===== config.mk =====
export PLATFORM = sky130hd
export DESIGN_NAME = scms_sequencer
export DESIGN_NICKNAME = d
export VERILOG_FILES = /design/src/verilog/scms_pkg.sv /design/src/verilog/scms_bit_if.sv /design/src/verilog/scms_bit_capture.sv /design/src/verilog/scms_sequencer.sv
export SDC_FILE = /design/constraint.sdc
export NUM_CORES = 1
export LEC_CHECK = 0
export BUFFER_PORTS_ARGS = -buffer_cell sky130_fd_sc_hd__buf_4
export CORE_MARGIN = 8
export CORE_UTILIZATION = 48
export DETAILED_ROUTE_END_ITERATION = 8
export HOLD_SLACK_MARGIN = 0.08
export PLACE_DENSITY_LB_ADDON = 0.25
export SYNTH_ARGS = -nofsm -noshare
export SYNTH_HDL_FRONTEND = slang
export SYNTH_SLANG_ARGS = --single-unit

===== constraint.sdc =====
create_clock -name ref_clk -period 2 [get_ports ref_clk]
set_clock_uncertainty 0.15 [all_clocks]
set_input_delay 0.1 -clock ref_clk [delete_from_list [all_inputs] [get_ports ref_clk]]
set_output_delay 0.1 -clock ref_clk [all_outputs]
set_load 0.01 [all_outputs]

===== src/verilog/scms_pkg.sv =====
// Package: constants and types for the configuration and mode sequencer
package scms_pkg;
	// Load schemes
	typedef enum logic [1:0]
	{
		SCMS_SCHEME_MEMORY,
		SCMS_SCHEME_SYNC_SERIAL,
		SCMS_SCHEME_ASYNC_SERIAL
	} scms_scheme_e;

	// Sequencer states
	typedef enum logic [2:0]
	{
		SCMS_POWERUP,
		SCMS_LOAD,
		SCMS_INIT,
		SCMS_USER
	} scms_state_e;

	// Configuration image length in bits
	localparam int SCMS_IMAGE_BITS = 256;
	localparam int SCMS_BITCNT_W = 16;
	localparam logic [15:0] SCMS_BITCNT_LAST = 16'(SCMS_IMAGE_BITS - 1);
	// Initialization phase length in cycles
	localparam int SCMS_INIT_CYCLES = 16;
	localparam logic [7:0] SCMS_INIT_LAST = 8'(SCMS_INIT_CYCLES - 1);
	// Reconfiguration budget
	localparam int SCMS_CLK_HZ = 20000000;
	localparam int SCMS_RECONF_MS = 100;
	localparam longint SCMS_RECONF_CYCLES_L =
		longint'(SCMS_CLK_HZ) * SCMS_RECONF_MS / 1000 - 1;
	localparam logic [23:0] SCMS_RECONF_CYCLES =
		24'(SCMS_RECONF_CYCLES_L);
	// Async serial sampling: bit taken after this many stable cycles
	localparam logic [1:0] SCMS_ASYNC_STABLE = 2'h2;
	// Reset values
	localparam logic [15:0] SCMS_BITCNT_RST = 16'h0000;
	localparam logic [7:0] SCMS_INIT_RST = 8'h00;
	localparam logic [23:0] SCMS_TIMER_RST = 24'h000000;
endpackage


===== src/verilog/scms_bit_if.sv =====
// Interface: configuration bit stream from the input stage to the sequencer
`timescale 1ns/1ns
interface scms_bit_if;
	logic bitValid;
	logic bitData;
	logic enable;
	modport source
	(
		output bitValid,
		output bitData,
		input enable
	);
	modport sink
	(
		input bitValid,
		input bitData,
		output enable
	);
endinterface // scms_bit_if


===== src/verilog/scms_bit_capture.sv =====
// Module: picks one configuration bit source according to the load scheme
`timescale 1ns/1ns
module scms_bit_capture
(
	input wire logic ref_clk,
	input wire logic rst,
	input wire scms_pkg::scms_scheme_e scheme,
	input wire logic memData,
	input wire logic memValid,
	input wire logic serialClk,
	input wire logic serialData,
	input wire logic asyncData,
	input wire logic asyncStrobe,
	scms_bit_if.source bits
);
	logic serialClk_reg, serialClk_next;
	logic asyncStrobe_reg, asyncStrobe_next;
	logic [1:0] stable_reg, stable_next;
	logic bitValid_reg, bitValid_next;
	logic bitData_reg, bitData_next;

	always_comb
	begin
		serialClk_next = serialClk;
		asyncStrobe_next = asyncStrobe;
		stable_next = stable_reg;
		bitValid_next = 1'b0;
		bitData_next = bitData_reg;
		if (asyncStrobe && !asyncStrobe_reg)
			stable_next = 2'h1;
		else if (stable_reg != 2'h0)
			stable_next = stable_reg + 2'h1;
		if (bits.enable)
		begin
			unique case (scheme)
				scms_pkg::SCMS_SCHEME_MEMORY:
				begin
					bitValid_next = memValid;
					bitData_next = memData;
				end
				scms_pkg::SCMS_SCHEME_SYNC_SERIAL:
				begin
					// Rising edge of the serial clock
					bitValid_next = serialClk && !serialClk_reg;
					bitData_next = serialData;
				end
				scms_pkg::SCMS_SCHEME_ASYNC_SERIAL:
				begin
					// Take the bit once it has settled after the strobe
					bitValid_next = stable_reg == scms_pkg::SCMS_ASYNC_STABLE;
					bitData_next = asyncData;
				end
				default:
				begin
					bitValid_next = 1'b0;
				end
			endcase
		end
		if (stable_reg == scms_pkg::SCMS_ASYNC_STABLE)
			stable_next = 2'h0;
	end

	always_ff @(posedge ref_clk)
	begin
		if (rst)
		begin
			serialClk_reg <= 1'b0;
			asyncStrobe_reg <= 1'b0;
			stable_reg <= 2'h0;
			bitValid_reg <= 1'b0;
			bitData_reg <= 1'b0;
		end
		else
		begin
			serialClk_reg <= serialClk_next;
			asyncStrobe_reg <= asyncStrobe_next;
			stable_reg <= stable_next;
			bitValid_reg <= bitValid_next;
			bitData_reg <= bitData_next;
		end
	end

	assign bits.bitValid = bitValid_reg;
	assign bits.bitData = bitData_reg;
endmodule // scms_bit_capture


===== src/verilog/scms_sequencer.sv =====
// Module: configuration loading, initialization and user mode sequencing
`timescale 1ns/1ns
// Behaviour
// - Configuration cells lose content, so a full image loads after power-up.
// - Right after loading, an init phase resets user logic and enables I/O.
// - User I/O stays high impedance at power-up and throughout loading.
// - Command mode spans loading and init; user mode follows only after it.
// - A dedicated pin forces command mode, then reload, reinit and resume.
// - A whole reconfiguration finishes within 100 ms; an overrun only raises reconfigTimeout.
// - Data arrives by exactly one of three selectable load schemes.
// - Chain enable output feeds the next device's chain enable input.
module scms_sequencer
(
	input wire logic ref_clk,
	input wire logic rst,
	input wire logic reconfigRequest,
	input wire scms_pkg::scms_scheme_e scheme,
	input wire logic chain_enable_in_n,
	input wire logic memData,
	input wire logic memValid,
	input wire logic serialClk,
	input wire logic serialData,
	input wire logic asyncData,
	input wire logic asyncStrobe,
	output logic chain_enable_out_n,
	output logic userIoEnable,
	output logic userRegReset,
	output logic commandMode,
	output logic configDone,
	output logic reconfigTimeout,
	output logic [scms_pkg::SCMS_IMAGE_BITS-1:0] configImage
);
	////////////////////////////////////////////////////////////////////////
	// Bit capture
	scms_bit_if bits ();
	scms_pkg::scms_state_e state_reg, state_next;
	logic [15:0] bitCnt_reg, bitCnt_next;
	logic [7:0] initCnt_reg, initCnt_next;
	logic [23:0] timer_reg, timer_next;
	logic timing_reg, timing_next;
	logic [scms_pkg::SCMS_IMAGE_BITS-1:0] image_reg, image_next;
	logic ceo_reg, ceo_next;
	logic ioEn_reg, ioEn_next;
	logic regRst_reg, regRst_next;
	logic cmd_reg, cmd_next;
	logic done_reg, done_next;
	logic tmo_reg, tmo_next;
	logic request_reg;
	logic reconfigEdge;
	logic initDone;

	scms_bit_capture capture
	(
		.ref_clk(ref_clk),
		.rst(rst),
		.scheme(scheme),
		.memData(memData),
		.memValid(memValid),
		.serialClk(serialClk),
		.serialData(serialData),
		.asyncData(asyncData),
		.asyncStrobe(asyncStrobe),
		.bits(bits.source)
	);

	// Accept bits only while loading and selected by the chain
	assign bits.enable = (state_reg == scms_pkg::SCMS_LOAD)
		&& !chain_enable_in_n;

	// Rising edge of the reconfiguration pin
	assign reconfigEdge = reconfigRequest && !request_reg;
	assign initDone = (state_reg == scms_pkg::SCMS_INIT)
		&& (initCnt_reg == scms_pkg::SCMS_INIT_LAST);

	////////////////////////////////////////////////////////////////////////
	// Sequencer
	always_comb
	begin
		state_next = state_reg;
		bitCnt_next = bitCnt_reg;
		initCnt_next = initCnt_reg;
		image_next = image_reg;
		ceo_next = ceo_reg;
		ioEn_next = ioEn_reg;
		regRst_next = regRst_reg;
		cmd_next = cmd_reg;
		done_next = done_reg;
		unique case (state_reg)
			scms_pkg::SCMS_POWERUP:
			begin
				// Nothing is held over a power-up; loading starts at once
				state_next = scms_pkg::SCMS_LOAD;
				bitCnt_next = scms_pkg::SCMS_BITCNT_RST;
				ioEn_next = 1'b0;
				cmd_next = 1'b1;
			end
			scms_pkg::SCMS_LOAD:
			begin
				ioEn_next = 1'b0;
				regRst_next = 1'b1;
				cmd_next = 1'b1;
				if (bits.bitValid && !chain_enable_in_n)
				begin
					image_next = {bits.bitData,
						image_reg[scms_pkg::SCMS_IMAGE_BITS-1:1]};
					bitCnt_next = bitCnt_reg + 16'h0001;
					if (bitCnt_reg == scms_pkg::SCMS_BITCNT_LAST)
					begin
						state_next = scms_pkg::SCMS_INIT;
						initCnt_next = scms_pkg::SCMS_INIT_RST;
						ceo_next = 1'b0;
					end
				end
			end
			scms_pkg::SCMS_INIT:
			begin
				regRst_next = 1'b1;
				initCnt_next = initCnt_reg + 8'h01;
				if (initCnt_reg == scms_pkg::SCMS_INIT_LAST)
				begin
					state_next = scms_pkg::SCMS_USER;
					regRst_next = 1'b0;
					ioEn_next = 1'b1;
					cmd_next = 1'b0;
					done_next = 1'b1;
				end
			end
			scms_pkg::SCMS_USER:
			begin
				cmd_next = 1'b0;
			end
			default:
			begin
				state_next = scms_pkg::SCMS_POWERUP;
			end
		endcase
		// Reconfiguration pin wins from any state
		if (reconfigEdge)
		begin
			state_next = scms_pkg::SCMS_LOAD;
			bitCnt_next = scms_pkg::SCMS_BITCNT_RST;
			ioEn_next = 1'b0;
			regRst_next = 1'b1;
			cmd_next = 1'b1;
			done_next = 1'b0;
			ceo_next = 1'b1;
		end
	end

	always_ff @(posedge ref_clk)
	begin
		if (rst)
		begin
			state_reg <= scms_pkg::SCMS_POWERUP;
			bitCnt_reg <= scms_pkg::SCMS_BITCNT_RST;
			initCnt_reg <= scms_pkg::SCMS_INIT_RST;
			image_reg <= '0;
			ceo_reg <= 1'b1;
			ioEn_reg <= 1'b0;
			regRst_reg <= 1'b1;
			cmd_reg <= 1'b1;
			done_reg <= 1'b0;
			request_reg <= 1'b0;
		end
		else
		begin
			state_reg <= state_next;
			bitCnt_reg <= bitCnt_next;
			initCnt_reg <= initCnt_next;
			image_reg <= image_next;
			ceo_reg <= ceo_next;
			ioEn_reg <= ioEn_next;
			regRst_reg <= regRst_next;
			cmd_reg <= cmd_next;
			done_reg <= done_next;
			request_reg <= reconfigRequest;
		end
	end

	////////////////////////////////////////////////////////////////////////
	// Reconfiguration budget timer
	always_comb
	begin
		timer_next = timer_reg;
		timing_next = timing_reg;
		tmo_next = tmo_reg;
		if (reconfigEdge)
		begin
			// A new request restarts the budget
			timer_next = scms_pkg::SCMS_TIMER_RST;
			timing_next = 1'b1;
			// An overrun landing on this same cycle still shows
			tmo_next = timing_reg
				&& (timer_reg == scms_pkg::SCMS_RECONF_CYCLES);
		end
		else if (timing_reg)
		begin
			// Stop timing once user mode is reached
			if (initDone)
				timing_next = 1'b0;
			// Flag a reconfiguration that overruns its budget
			if (timer_reg == scms_pkg::SCMS_RECONF_CYCLES)
			begin
				tmo_next = 1'b1;
				timing_next = 1'b0;
			end
			else
				timer_next = timer_reg + 24'h000001;
		end
	end

	always_ff @(posedge ref_clk)
	begin
		if (rst)
		begin
			timer_reg <= scms_pkg::SCMS_TIMER_RST;
			timing_reg <= 1'b0;
			tmo_reg <= 1'b0;
		end
		else
		begin
			timer_reg <= timer_next;
			timing_reg <= timing_next;
			tmo_reg <= tmo_next;
		end
	end

	////////////////////////////////////////////////////////////////////////
	// Outputs
	assign chain_enable_out_n = ceo_reg;
	assign userIoEnable = ioEn_reg;
	assign userRegReset = regRst_reg;
	assign commandMode = cmd_reg;
	assign configDone = done_reg;
	assign reconfigTimeout = tmo_reg;
	assign configImage = image_reg;
endmodule // scms_sequencer


After elaboration in Yosys (flattened, before gate mapping)
Index checks and enable logic that the tools add are counted.
Widths: inputs -> output; s select.
{ "word_totals": {"ram_bits": 0, "in_bits": 12, "latchBits": 0, "elab_cells": 109, "regBits": 321, "memories": 0, "output_inout_bits": 262, "rom_bits": 0} }
{ "classes": {"eq_ne": 16, "reduce_logical": 39, "add_sub_neg": 4, "mux": 27, "mul": 0, "div": 0, "order_cmp": 0, "bitwise": 3, "shifts": 0} }
{ "ops": {"columns": ["op", "n"], "rows": [
  ["$pmux 16 s2", 1],
  ["$add 24x1->24 const B", 1],
  ["$eq 24x21->1 const B", 1],
  ["$add 16x1->16 const B", 1],
  ["$eq 16x8->1 const B", 1],
  ["$mux 16", 1],
  ["$mux 8", 2],
  ["$pmux 8 s2", 1],
  ["$reduce_and 2->1", 8],
  ["$reduce_bool 2->1", 7],
  ["$mux 1", 13],
  ["$pmux 3 s4", 1],
  ["$mux 3", 3],
  ["$ne 3x2->1 const B", 3],
  ["$pmux 1 s3", 3],
  ["$add 8x1->8 const B", 1],
  ["$eq 8x4->1 const B", 1],
  ["$reduce_and 4->1", 2],
  ["$reduce_or 2->1", 4],
  ["$logic_and 1x1->1", 7],
  ["$eq 3x2->1 const B", 2],
  ["$ne 2x1->1 const B", 3],
  ["$reduce_and 3->1", 2],
  ["$reduce_bool 3->1", 2],
  ["other kinds (11)", 18]
]} }

Logic depth before layout (Yosys ltp)
Gate-level depths: netlist of run 1.
{ "logic_depth": {"depth_word": 6, "mapped_depth": 9, "depth_no_buf": 7} }

Hierarchy
A second synthesis of run 1 with hierarchy kept.
{ "unflattened": {"hier_cells": 1488, "hier_area_um2": 11895.2} }
{ "by_module_without_submodules": {"columns": ["module", "area_per_inst_um2", "n_inst", "cells_per_inst", "seq_area_each_um2"], "rows": [
  ["scms_sequencer", 11551.1, 1, 1452, 6286.0],
  ["scms_bit_capture", 344.1, 1, 36, 120.1]
]} }

Least setup slack after synthesis of run 1
OpenSTA, ideal clock, no wires.
{ "synth_timing": {"path_type": "flip-flop to flip-flop", "startpoint": "register state_reg[1]", "endpoint": "register bitCnt_reg[13]", "path_slack_ns": -0.175, "path_buffers": 2, "setup_time_ns": 0.065, "required_time_ns": 1.785, "path_stages_with_launch": 10, "t_arrival_ns": 1.959, "synth_period_minus_slack_ns": 2.175, "path_cell_list": "dfxtp_1 -> inv_1 -> ha_1 -> buf_4 -> and3b_1 -> clkbuf_1 -> nand3_1 -> nor4_1 -> mux2_2 -> nor2_1"} }
{ "synth_between": {"elab_chain_cells": 3, "elab_cells_between_ends": 6, "cone_classes": "eq/ne (2); mux (1); reduce/logical (3)"} }
{ "synth_lines": {"columns": ["element", "line", "source"], "rows": [
  ["start, declared", "scms_sequencer.sv:36", "scms_pkg::scms_state_e state_reg, state_next;"],
  ["start signal, assigned", "scms_sequencer.sv:154", "state_reg <= scms_pkg::SCMS_POWERUP;"],
  ["start signal, assigned", "scms_sequencer.sv:167", "state_reg <= state_next;"],
  ["$eq 3x1->1 / $logic_not 3->1 (equally long branches)", "scms_sequencer.sv:88", "unique case (state_reg)"],
  ["$ne 2x1->1 (no source line) / $reduce_bool 2->1 (equally long branches)", null, null],
  ["$reduce_and 2->1 (no source line)", null, null],
  ["end signal, assigned", "scms_sequencer.sv:155", "bitCnt_reg <= scms_pkg::SCMS_BITCNT_RST;"],
  ["end signal, assigned", "scms_sequencer.sv:168", "bitCnt_reg <= bitCnt_next;"],
  ["end, declared", "scms_sequencer.sv:37", "logic [15:0] bitCnt_reg, bitCnt_next;"]
]} }
Several ways; a longest one is shown, not always the timed one.
A chain may end at the register's enable or synchronous reset.

Worst setup path after layout of run 1
{ "layout_timing": {"startpoint": "register bitCnt_reg[15]", "endpoint": "register initCnt_reg[4]"} }
{ "layout_between": {"elab_chain_cells": 3} }
{ "layout_lines": {"columns": ["element", "line", "source"], "rows": [
  ["$eq 16x8->1", "scms_sequencer.sv:107", "if (bitCnt_reg == scms_pkg::SCMS_BITCNT_LAST)"],
  ["$ne 2x1->1 (no source line)", null, null],
  ["$reduce_and 3->1 (no source line)", null, null],
  ["end signal, assigned", "scms_sequencer.sv:156", "initCnt_reg <= scms_pkg::SCMS_INIT_RST;"],
  ["end signal, assigned", "scms_sequencer.sv:169", "initCnt_reg <= initCnt_next;"],
  ["end, declared", "scms_sequencer.sv:38", "logic [7:0] initCnt_reg, initCnt_next;"]
]} }
No other way between the ends.

==> flow_metrics.env, run 1 <==
export IMPL_ys_warn_count=0
export IMPL_firstDrtPassIters=5
export IMPL_tightest_slew_ps=1070
export IMPL_slew_viol_final=0
export IMPL_path_cells="or4_4 > or3b_4 > o21ai_4 > buf_6 > a31oi_1 > a311oi_1"
export IMPL_root_buffer="clkbuf_16"
export IMPL_power_switching_w=0.00287
export IMPL_grt_max_degree=200
export IMPL_io_pins=274
export IMPL_swShare_pct=22.1
export IMPL_crit_family="simple AND/OR/NAND/NOR gates"
export IMPL_pwr_share_clk_pct=46.4
export IMPL_arrival_ps=2340
export IMPL_first_iter_violations=767
export IMPL_cts_tree="done"
export IMPL_async_flop_share_pct=0
export IMPL_final_area_mm2=0.0160
export IMPL_fin_ws_ps=-90.4
export IMPL_synth_top_cell_by_area="dfxtp_1"
export IMPL_finalPower_w=0.0130
export IMPL_clk_pin_slew_ps=70
export IMPL_cts_buffer_depth=3
export IMPL_pwr_share_comb_pct=4.2
export IMPL_start_util_pct=49.0
export IMPL_grtUsageTotal_pct=19.5
export IMPL_netlist_instances=1485
export IMPL_critPathLaunchType="register"
export IMPL_rows=57
export IMPL_timing_hold_ws_ps=245
export IMPL_synth_distinct_cells=61
export IMPL_syn2layout_area_growth_pct=33.6
export IMPL_synth_top_area_share_pct=53.6
export IMPL_cp_slowest_cell="or4_4"
export IMPL_max_slew_margin_rel_pct=28.6
export IMPL_peakVddDrop_mv=0.710
export IMPL_wl_per_cell_um=15.7
export IMPL_p_seq_share_pct=49.3
export IMPL_hpwl_um=20800
export IMPL_antenna_found_initial=1
export IMPL_post_route_period_util_pct=105
export IMPL_leakagePower_nw=6.07
export IMPL_ys_top_cells_by_area="dfxtp_1, nand2_1, a21oi_1"
export IMPL_ant_nets=0
export IMPL_num_fill_cells=2034
export IMPL_drcViolationCount=0
export IMPL_clock_latency_ps=500
export IMPL_maxCapViolCount=0
export IMPL_slowest_delay_ps=520
export IMPL_hold_viol=0
export IMPL_cts_buffers=35
export IMPL_grt_overflow=0
export IMPL_fin_crit_ps=2090
export IMPL_nets=1788
export IMPL_r2r_slack_ps=-90
export IMPL_ys_seq_elements=320
export IMPL_synth_edf_count=0
export IMPL_critPathKind="reg -> reg"
export IMPL_syn_num_nets=1512
export IMPL_grt_pass1_vias=10200
export IMPL_crit_path_end_kind="register"
export IMPL_die_w_um=174
export IMPL_p_int_w=0.0101
export IMPL_drive_above_1_share_pct=23.0
export IMPL_clock_sinks=320
export IMPL_place_area_mm2=0.0144
export IMPL_synth_ff_type="dfxtp_1"
export IMPL_violations="negative setup slack"
export IMPL_grt_pass1_wl_um=50900
export IMPL_die_height_um=174
export IMPL_fin_util_pct=65.4
export IMPL_core_area_mm2=0.0244
export IMPL_place_gp_congestion=0.792
export IMPL_place_ws_ps=-80.0
export IMPL_grt_setup_unrepaired="true"
export IMPL_crit_fanout=5
export IMPL_syn_cell_area_mm2=0.0119
export IMPL_avgSynthCellArea_um2=8.04
export IMPL_viasPerCell=5.20
export IMPL_finalSetupViolCount=9
export IMPL_max_freq_mhz=478
export IMPL_wirelength_um=33200
export IMPL_via_count=11000
export IMPL_htreeDepth=2
export IMPL_required_ps=2250
export IMPL_status="finished with violations"
export IMPL_portBuffers=273
export IMPL_hold_class="in -> reg"
export IMPL_power_density_mw_per_mm2=816
export IMPL_yosysSeqAreaShare_pct=53.6
export IMPL_largest_reg_flops=256
export IMPL_timing_critical_path_buf_inv=1
export IMPL_dieArea_mm2=0.0302
[cell usage in the layout (no fill, tap or decap), types with 11 or more instances in the layout]
master	count
or3_1	13
dfxtp_1	317
clkbuf_1	11
ha_1	14
dlygate4sd3_1	12
nand3_1	15
nand2_1	545
o21ai_0	14
clkbuf_16	44
buf_4	305
nor2_1	34
a21oi_1	273
[worst paths after layout]
check / to / start / cells after the start
worst max-delay path: initCnt_reg[4] / bitCnt_reg[15] / 6
worst min-delay path: capture.serialClk_reg / serialClk / 3
worst max register to register: initCnt_reg[4] / bitCnt_reg[15] / 6
worst min register to register: configImage[142] / configImage[143] / 2
[Yosys cell counts (all sizes together) (4+ instances only)]
cell    count
nand2     545
dfxtp     320
a21oi     275
clkbuf     88
nor2       35
o21ai      17
nand3      16
ha         15
or3        13
buf        12
nand4      11
and3       10
inv        10
nor4       10
xor2       10
nor3        9
nand2b      8
nor2b       8
xnor2       7
a31oi       6
a311oi      5
mux2        5
or4         5
and4        4
nand3b      4
[worst register-to-register path, delay by kind of cell, from the launching register on]
family,cells,cell delay (ps)
buf+inv,1,140
compound gates,3,450
flops,1,320
simple gates,2,930
[power by group through the flow]
stage | Clock [W] | Combinational, W | Sequential [W]
floorplan | 0 | 0.000348 | 0.00656
global placement | 0 | 0.000474 | 0.00656
detailed placement | 0 | 0.000487 | 0.00656
CTS | 0.00619 | 0.000530 | 0.00642
global route | 0.00645 | 0.000601 | 0.00642
finish | 0.00605 | 0.000552 | 0.00642
[cell type report]
type	instances	area [um^2]	area share (%)
clock buffers	52	1020	6.41
well taps	324	405	2.54
inverters	10	37.5	0.235
clock inverters	10	55.1	0.345
multi-input cells	1055	5140	32.2
diodes	1	2.50	0.0157
repair buffers	339	2890	18.1
flip-flops and latches	320	6410	40.2
[routing by layer]
metal  vias to the layer above  global-route usage (%)  share of wire (%)
li1                       5468                       -                  -
met4                         0                    5.95                1.8
met3                        41                    8.12                9.5
met1                      5154                    23.4                 42
met5                         -                       0                  0
met2                       305                    31.5                 47
[cell families after synthesis]
| logic type | count (synthesis) | synth area share (%) |
|---|---|---|
| flops | 320 | 53.6 |
| mux | 7 | 0.639 |
| compound gates | 327 | 14.8 |
| fa+ha+maj | 15 | 1.57 |
| xor+xnor | 17 | 1.25 |
| buf+inv | 110 | 3.90 |
| simple gates | 689 | 24.2 |
[timing repair]
item,4_1_cts,5_1_grt
pin swaps,4,8
cloned,1,7
hold buffers,12,0
endpoints found under the hold margin,30,0
gates resized for setup,7,21
setup endpoints to repair,10,246
setup buffers,1,7
[through the flow]
| step | std cells | setup TNS [ps] |
|---|---|---|
| 2_1_floorplan | 1485 | -3290 |
| 3_3_place_gp | 2020 | -212 |
| 3_5_place_dp | 2020 | -409 |
| 4_1_cts | 2096 | -419 |
| 5_1_grt | 2111 | -1840 |
| 6_report | 2111 | -539 |
No activity file was read; power rests on OpenSTA's default activity.
==> run 2, diff against run 1 <==
--- a/config.mk
+++ b/config.mk
@@ -7,10 +7,11 @@
 export LEC_CHECK = 0
 export BUFFER_PORTS_ARGS = -buffer_cell sky130_fd_sc_hd__buf_4
 export CORE_MARGIN = 8
-export CORE_UTILIZATION = 48
+export CORE_UTILIZATION = 30
 export DETAILED_ROUTE_END_ITERATION = 8
 export HOLD_SLACK_MARGIN = 0.08
 export PLACE_DENSITY_LB_ADDON = 0.25
+export RECOVER_POWER = 50
 export SYNTH_ARGS = -nofsm -noshare
 export SYNTH_HDL_FRONTEND = slang
 export SYNTH_SLANG_ARGS = --single-unit
==> run 2 against run 1 <==
  * The flow still finishes with violations (negative setup slack)
  * Sequential power about the same
  * Fmax decreased by 1.7%
  * Die area increased by 54%
  * Setup slack got worse by 35 ps
  * Count of clock-buffer cells in the layout increased by 4
  * Critical path depth increased by 1
  * Cell count increased by 9.8%
  * Utilization decreased by 27 points
  * Critical path type unchanged
  * Critical endpoint is now initCnt_reg[1]
  * Largest cell class unchanged
  * Largest power group is now clock
==> flow_metrics.env, run 2 (synthesis gave the netlist of run 1 again) <==
export IMPL_final_common_cell="nand2_1"
export IMPL_place_gp_congestion=0.746
export IMPL_pwr_share_clk_pct=49.4
export IMPL_status="finished with violations"
export IMPL_antenna_found_initial=0
export IMPL_cts_buffers=38
export IMPL_largest_reg_flops=256
export IMPL_hold_viol=0
export IMPL_violations="negative setup slack"
export IMPL_critPathKind="reg -> reg"
export IMPL_wl_met3_um=3090
export IMPL_dieArea_mm2=0.0465
export IMPL_fin_crit_ps=2130
export IMPL_start_util_pct=30.2
export IMPL_mostFrequentLayoutCells="nand2_1, dfxtp_1, a21oi_1, clkbuf_1, buf_4"
export IMPL_cp_common_cell="buf_4"
export IMPL_peakVddDrop_mv=0.547
export IMPL_post_route_period_util_pct=106
export IMPL_path_cells="or4_4 > or3b_4 > o21ai_4 > buf_4 > buf_4 > and3_2 > o21a_1"
export IMPL_grt_pass1_vias=10400
export IMPL_die_height_um=216
export IMPL_crit_fanout=4
export IMPL_portBuffers=273
export IMPL_ant_nets=0
export IMPL_drcViolationCount=0
export IMPL_required_ps=2330
export IMPL_tightest_slew_ps=769
export IMPL_die_w_um=216
export IMPL_grt_overflow=0
export IMPL_wl_met1_um=14900
export IMPL_max_freq_mhz=470
export IMPL_rows=73
export IMPL_grt_pass1_wl_um=55800
export IMPL_slowest_delay_ps=540
export IMPL_clk_pin_slew_ps=60
export IMPL_finalPower_w=0.0139
export IMPL_cp_slowest_cell="or4_4"
export IMPL_arrival_ps=2450
export IMPL_leakagePower_nw=4.97
export IMPL_grt_max_degree=106
export IMPL_clock_sinks=320
export IMPL_num_fill_cells=4248
export IMPL_root_buffer="clkbuf_16"
export IMPL_fin_ws_ps=-125
export IMPL_crit_path_end_kind="register"
export IMPL_maxCapViolCount=0
export IMPL_p_int_w=0.0108
export IMPL_firstDrtPassIters=5
export IMPL_p_seq_share_pct=46.3
export IMPL_via_count=10900
export IMPL_core_area_mm2=0.0395
export IMPL_viasPerCell=4.69
export IMPL_wl_met2_um=15900
export IMPL_highest_layer="met4"
export IMPL_pwr_share_comb_pct=4.3
export IMPL_syn2layout_area_growth_pct=28.0
export IMPL_wirelength_um=34700
export IMPL_grt_setup_unrepaired="true"
export IMPL_cts_tree="done"
export IMPL_timing_hold_ws_ps=263
export IMPL_antennaDiodeCount=0
export IMPL_finalSetupViolCount=10
export IMPL_clock_latency_ps=530
export IMPL_cts_buffer_depth=3
export IMPL_wl_per_cell_um=15.0
export IMPL_power_switching_w=0.00305
export IMPL_drive_above_1_share_pct=8.76
export IMPL_nets=1794
export IMPL_first_iter_violations=661
export IMPL_hold_class="in -> reg"
export IMPL_critPathLaunchType="register"
export IMPL_slew_viol_final=0
export IMPL_swShare_pct=22.0
export IMPL_power_density_mw_per_mm2=907
export IMPL_htreeDepth=2
export IMPL_grtUsageTotal_pct=14.2
export IMPL_max_slew_margin_rel_pct=48.7
export IMPL_io_pins=274
export IMPL_hpwl_um=23000
## run 2: changes by cell type in the layout (fill, tap and decap cells not counted), moves of 3 or more
cell	previous run	this run
dlygate4sd3_1	12	16
clkbuf_16	44	39
buf_16	4	1
buf_4	305	50
bufinv_16	0	3
clkinv_2	8	4
nor4_1	8	5
clkbuf_1	11	273
## run 2: path summary, 6_finish.rpt
path | startpoint | endpoint | slack (ps) | cells after the start
worst min-delay path | rst | configImage[171] | 260 | 3
worst max-delay path | bitCnt_reg[15] | initCnt_reg[1] | -130 | 7
worst min register to register | configImage[140] | configImage[139] | 310 | 2
worst max register to register | bitCnt_reg[15] | initCnt_reg[1] | -130 | 7
## run 2: repair_timing
action / in CTS / in global routing
pin swaps: 2 / 7
setup endpoints to repair: 9 / 161
cloned: 0 / 1
hold buffers: 16 / 0
setup buffers: 1 / 3
hold endpoints to repair: 290 / 0
gates resized for setup: 2 / 28
## run 2: power groups by stage
stage                     Clock, W  Sequential [W]  Combinational, W
after floorplan                  0         0.00656          0.000348
after global placement           0         0.00656          0.000524
after detailed placement         0         0.00656          0.000533
after CTS                  0.00712         0.00642          0.000576
after global routing       0.00735         0.00642          0.000665
final                      0.00685         0.00642          0.000600
## run 2: layout make-up
class	count	area, um^2	share of cell area (%)
tap	525	657	4.30
multi-input combinational	1055	5200	34.0
timing repair buffer	342	1770	11.5
clock buffer	56	1100	7.19
clock inverter	9	126	0.826
sequential	320	6410	41.9
inverter	10	37.5	0.245
## run 2: stage by stage
stage | TNS [ps] | instance area (um^2) | worst slack, ps | instances | util [%]
2_1_floorplan | -3290 | 12000 | -41.0 | 1485 | -
3_3_place_gp | -267 | 14700 | -51.9 | 2231 | 37.3
3_5_place_dp | -495 | 14700 | -133 | 2231 | 37.3
4_1_cts | -581 | 16100 | -110 | 2313 | 40.8
5_1_grt | -2020 | 15300 | -194 | 2317 | 38.7
6_report | -877 | 15300 | -125 | 2317 | 38.7
## run 2: per-layer routing
layer | vias up | track usage [%]
met2 | 258 | 22.6
met4 | 0 | 4.86
met5 | - | 0
met3 | 42 | 5.47
met1 | 5078 | 17.4
li1 | 5484 | -
## run 2: critical path: cells and delay by family, from the launching register on
family                 cells  cell delay, ps
AOI/OAI and AO/OA          2             240
buffers and inverters      2             250
DFF                        1             310
and+or+nand+nor            3            1120
==> run 3, diff against run 2 <==
--- a/config.mk
+++ b/config.mk
@@ -6,6 +6,8 @@
 export NUM_CORES = 1
 export LEC_CHECK = 0
 export BUFFER_PORTS_ARGS = -buffer_cell sky130_fd_sc_hd__buf_4
+export CAP_MARGIN = 0
+export CORE_ASPECT_RATIO = 1.4
 export CORE_MARGIN = 8
 export CORE_UTILIZATION = 30
 export DETAILED_ROUTE_END_ITERATION = 8
==> run 3 against run 2 <==
  * The flow still finishes with violations (negative setup slack)
  * Setup slack got worse by 11 ps
  * Fmax fell by 0.50%
  * Worst hold slack got worse by 6.6 ps
  * Sequential share of layout area fell by 0.57 points
  * Utilization rose by 0.71 points
  * Cell count rose by 0.52%
  * Power rose by 0.25%
  * Sequential power barely moved
  * Clock power barely moved
  * Die area rose by 0.20%
  * Combinational power rose by 1%
==> flow_metrics.env, run 3 (synthesis gave the netlist of run 1 again) <==
export IMPL_top_usage_layer="met2"
export IMPL_hpwl_um=24200
export IMPL_die_height_um=252
export IMPL_slew_viol_final=0
export IMPL_max_freq_mhz=468
export IMPL_crit_fanout=6
export IMPL_start_util_pct=30.3
export IMPL_post_route_period_util_pct=107
export IMPL_power_density_mw_per_mm2=897
export IMPL_ant_nets=0
export IMPL_cts_buffers=36
export IMPL_portBuffers=273
export IMPL_rows=86
export IMPL_maxCapViolCount=0
export IMPL_met1_usage_pct=15.4
export IMPL_leakagePower_nw=5.07
export IMPL_syn2layout_area_growth_pct=29.8
export IMPL_fin_ws_ps=-136
export IMPL_grt_overflow=0
export IMPL_grt_pass1_wl_um=54800
export IMPL_finalSetupViolCount=26
export IMPL_arrival_ps=2420
export IMPL_hold_class="in -> reg"
export IMPL_wirelength_um=36300
export IMPL_die_w_um=185
export IMPL_grt_util_met2_pct=26.6
export IMPL_place_gp_congestion=0.769
export IMPL_violations="negative setup slack"
export IMPL_viasPerCell=4.65
export IMPL_clock_sinks=320
export IMPL_root_buffer="clkbuf_16"
export IMPL_final_common_cell="nand2_1"
export IMPL_final_area_mm2=0.0155
export IMPL_place_inst=2231
export IMPL_critPathLaunchType="register"
export IMPL_drive_above_1_share_pct=9.51
export IMPL_fin_util_pct=39.4
export IMPL_tightest_slew_ps=833
export IMPL_clk_pin_slew_ps=60
export IMPL_hold_viol=0
export IMPL_fin_crit_ps=2140
export IMPL_largest_reg_flops=256
export IMPL_max_slew_margin_rel_pct=44.4
export IMPL_drcViolationCount=0
export IMPL_grtUsageTotal_pct=14.4
export IMPL_io_pins=274
export IMPL_antenna_found_initial=2
export IMPL_finalSetupTns_ps=-951
export IMPL_instances_no_fill=2329
export IMPL_mostFrequentLayoutCells="nand2_1, dfxtp_1, a21oi_1, clkbuf_1"
export IMPL_place_area_mm2=0.0147
export IMPL_crit_path_end_kind="register"
export IMPL_grt_setup_unrepaired="true"
export IMPL_dieArea_mm2=0.0465
export IMPL_cts_buffer_depth=3
export IMPL_peakVddDrop_mv=0.595
export IMPL_critPathKind="reg -> reg"
export IMPL_cts_tree="done"
export IMPL_grt_pass1_vias=10000
export IMPL_htreeDepth=2
export IMPL_via_count=10800
export IMPL_firstDrtPassIters=4
export IMPL_clock_latency_ps=520
export IMPL_wl_per_cell_um=15.6
export IMPL_grt_max_degree=117
export IMPL_required_ps=2280
export IMPL_first_iter_violations=526
export IMPL_nets=1798
export IMPL_status="finished with violations"
export IMPL_core_area_mm2=0.0394
export IMPL_met3_usage_pct=3.90
==> run 3: cell types whose count changed in the layout (fill, tap and decap cells not counted), sizes merged <==
| cell | before | now |
|---|---|---|
| bufinv | 3 | 4 |
| clkbuf | 319 | 324 |
| dlygate4sd3 | 16 | 15 |
| buf | 63 | 61 |
| inv | 11 | 13 |
| clkinv | 4 | 6 |
| diode | 0 | 2 |
==> run 3: path summary, 6_finish.rpt <==
check | from | to | slack (ps) | cells after the start
worst max-delay path | bitCnt_reg[15] | initCnt_reg[3] | -140 | 7
worst min-delay path | asyncStrobe | capture.asyncStrobe_reg | 260 | 3
worst max register to register | bitCnt_reg[15] | initCnt_reg[3] | -140 | 7
worst min register to register | capture.bits.bitData | configImage[255] | 310 | 2
==> run 3: report_power, final <==
part	switching, W	total, W	internal [W]
Clock	0.00268	0.00688	0.00420
Combinational	0.000370	0.000607	0.000237
Sequential	0.0000161	0.00642	0.00640
==> run 3: repair_timing <==
action	in CTS	in global routing
endpoints found under the hold margin	45	0
pin swaps	9	7
hold buffers	15	0
setup endpoints to repair	9	142
resized for setup	5	36
buffers inserted	1	9
cloned	0	5
==> run 3: critical path, stage by stage, from the launching register on <==
cell	delay, ps
dfxtp_2	320
or4_4	520
or3b_4	420
o21ai_4	140
buf_6	140
buf_6	90
a31oi_1	70
a311oi_1	190
==> run 3: per-stage QoR <==
| stage | hold WS [ps] | worst slack [ps] | power [W] |
|---|---|---|---|
| 2_1_floorplan | 78.2 | -41.0 | 0.00691 |
| 3_3_place_gp | 174 | -81.4 | 0.00707 |
| 3_5_place_dp | 175 | -90.9 | 0.00708 |
| 4_1_cts | 255 | -81.7 | 0.0141 |
| 5_1_grt | 253 | -221 | 0.0144 |
| 6_report | 256 | -136 | 0.0139 |
==> run 3: area by class of cell <==
| class | count | area (um^2) |
|---|---|---|
| multi-input combinational | 1055 | 5190 |
| tap | 528 | 661 |
| clock inverter | 14 | 184 |
| timing repair buffer | 348 | 1970 |
| antenna | 2 | 5.00 |
| inverter | 10 | 37.5 |
| sequential | 320 | 6410 |
| fill | 4305 | 23900 |
| clock buffer | 52 | 1050 |
==> run 3: metal layers <==
layer,vias up,part of all wire (%)
met1,5105,39
met4,0,2.3
met3,49,5.3
met5,-,0
met2,179,53
li1,5504,-
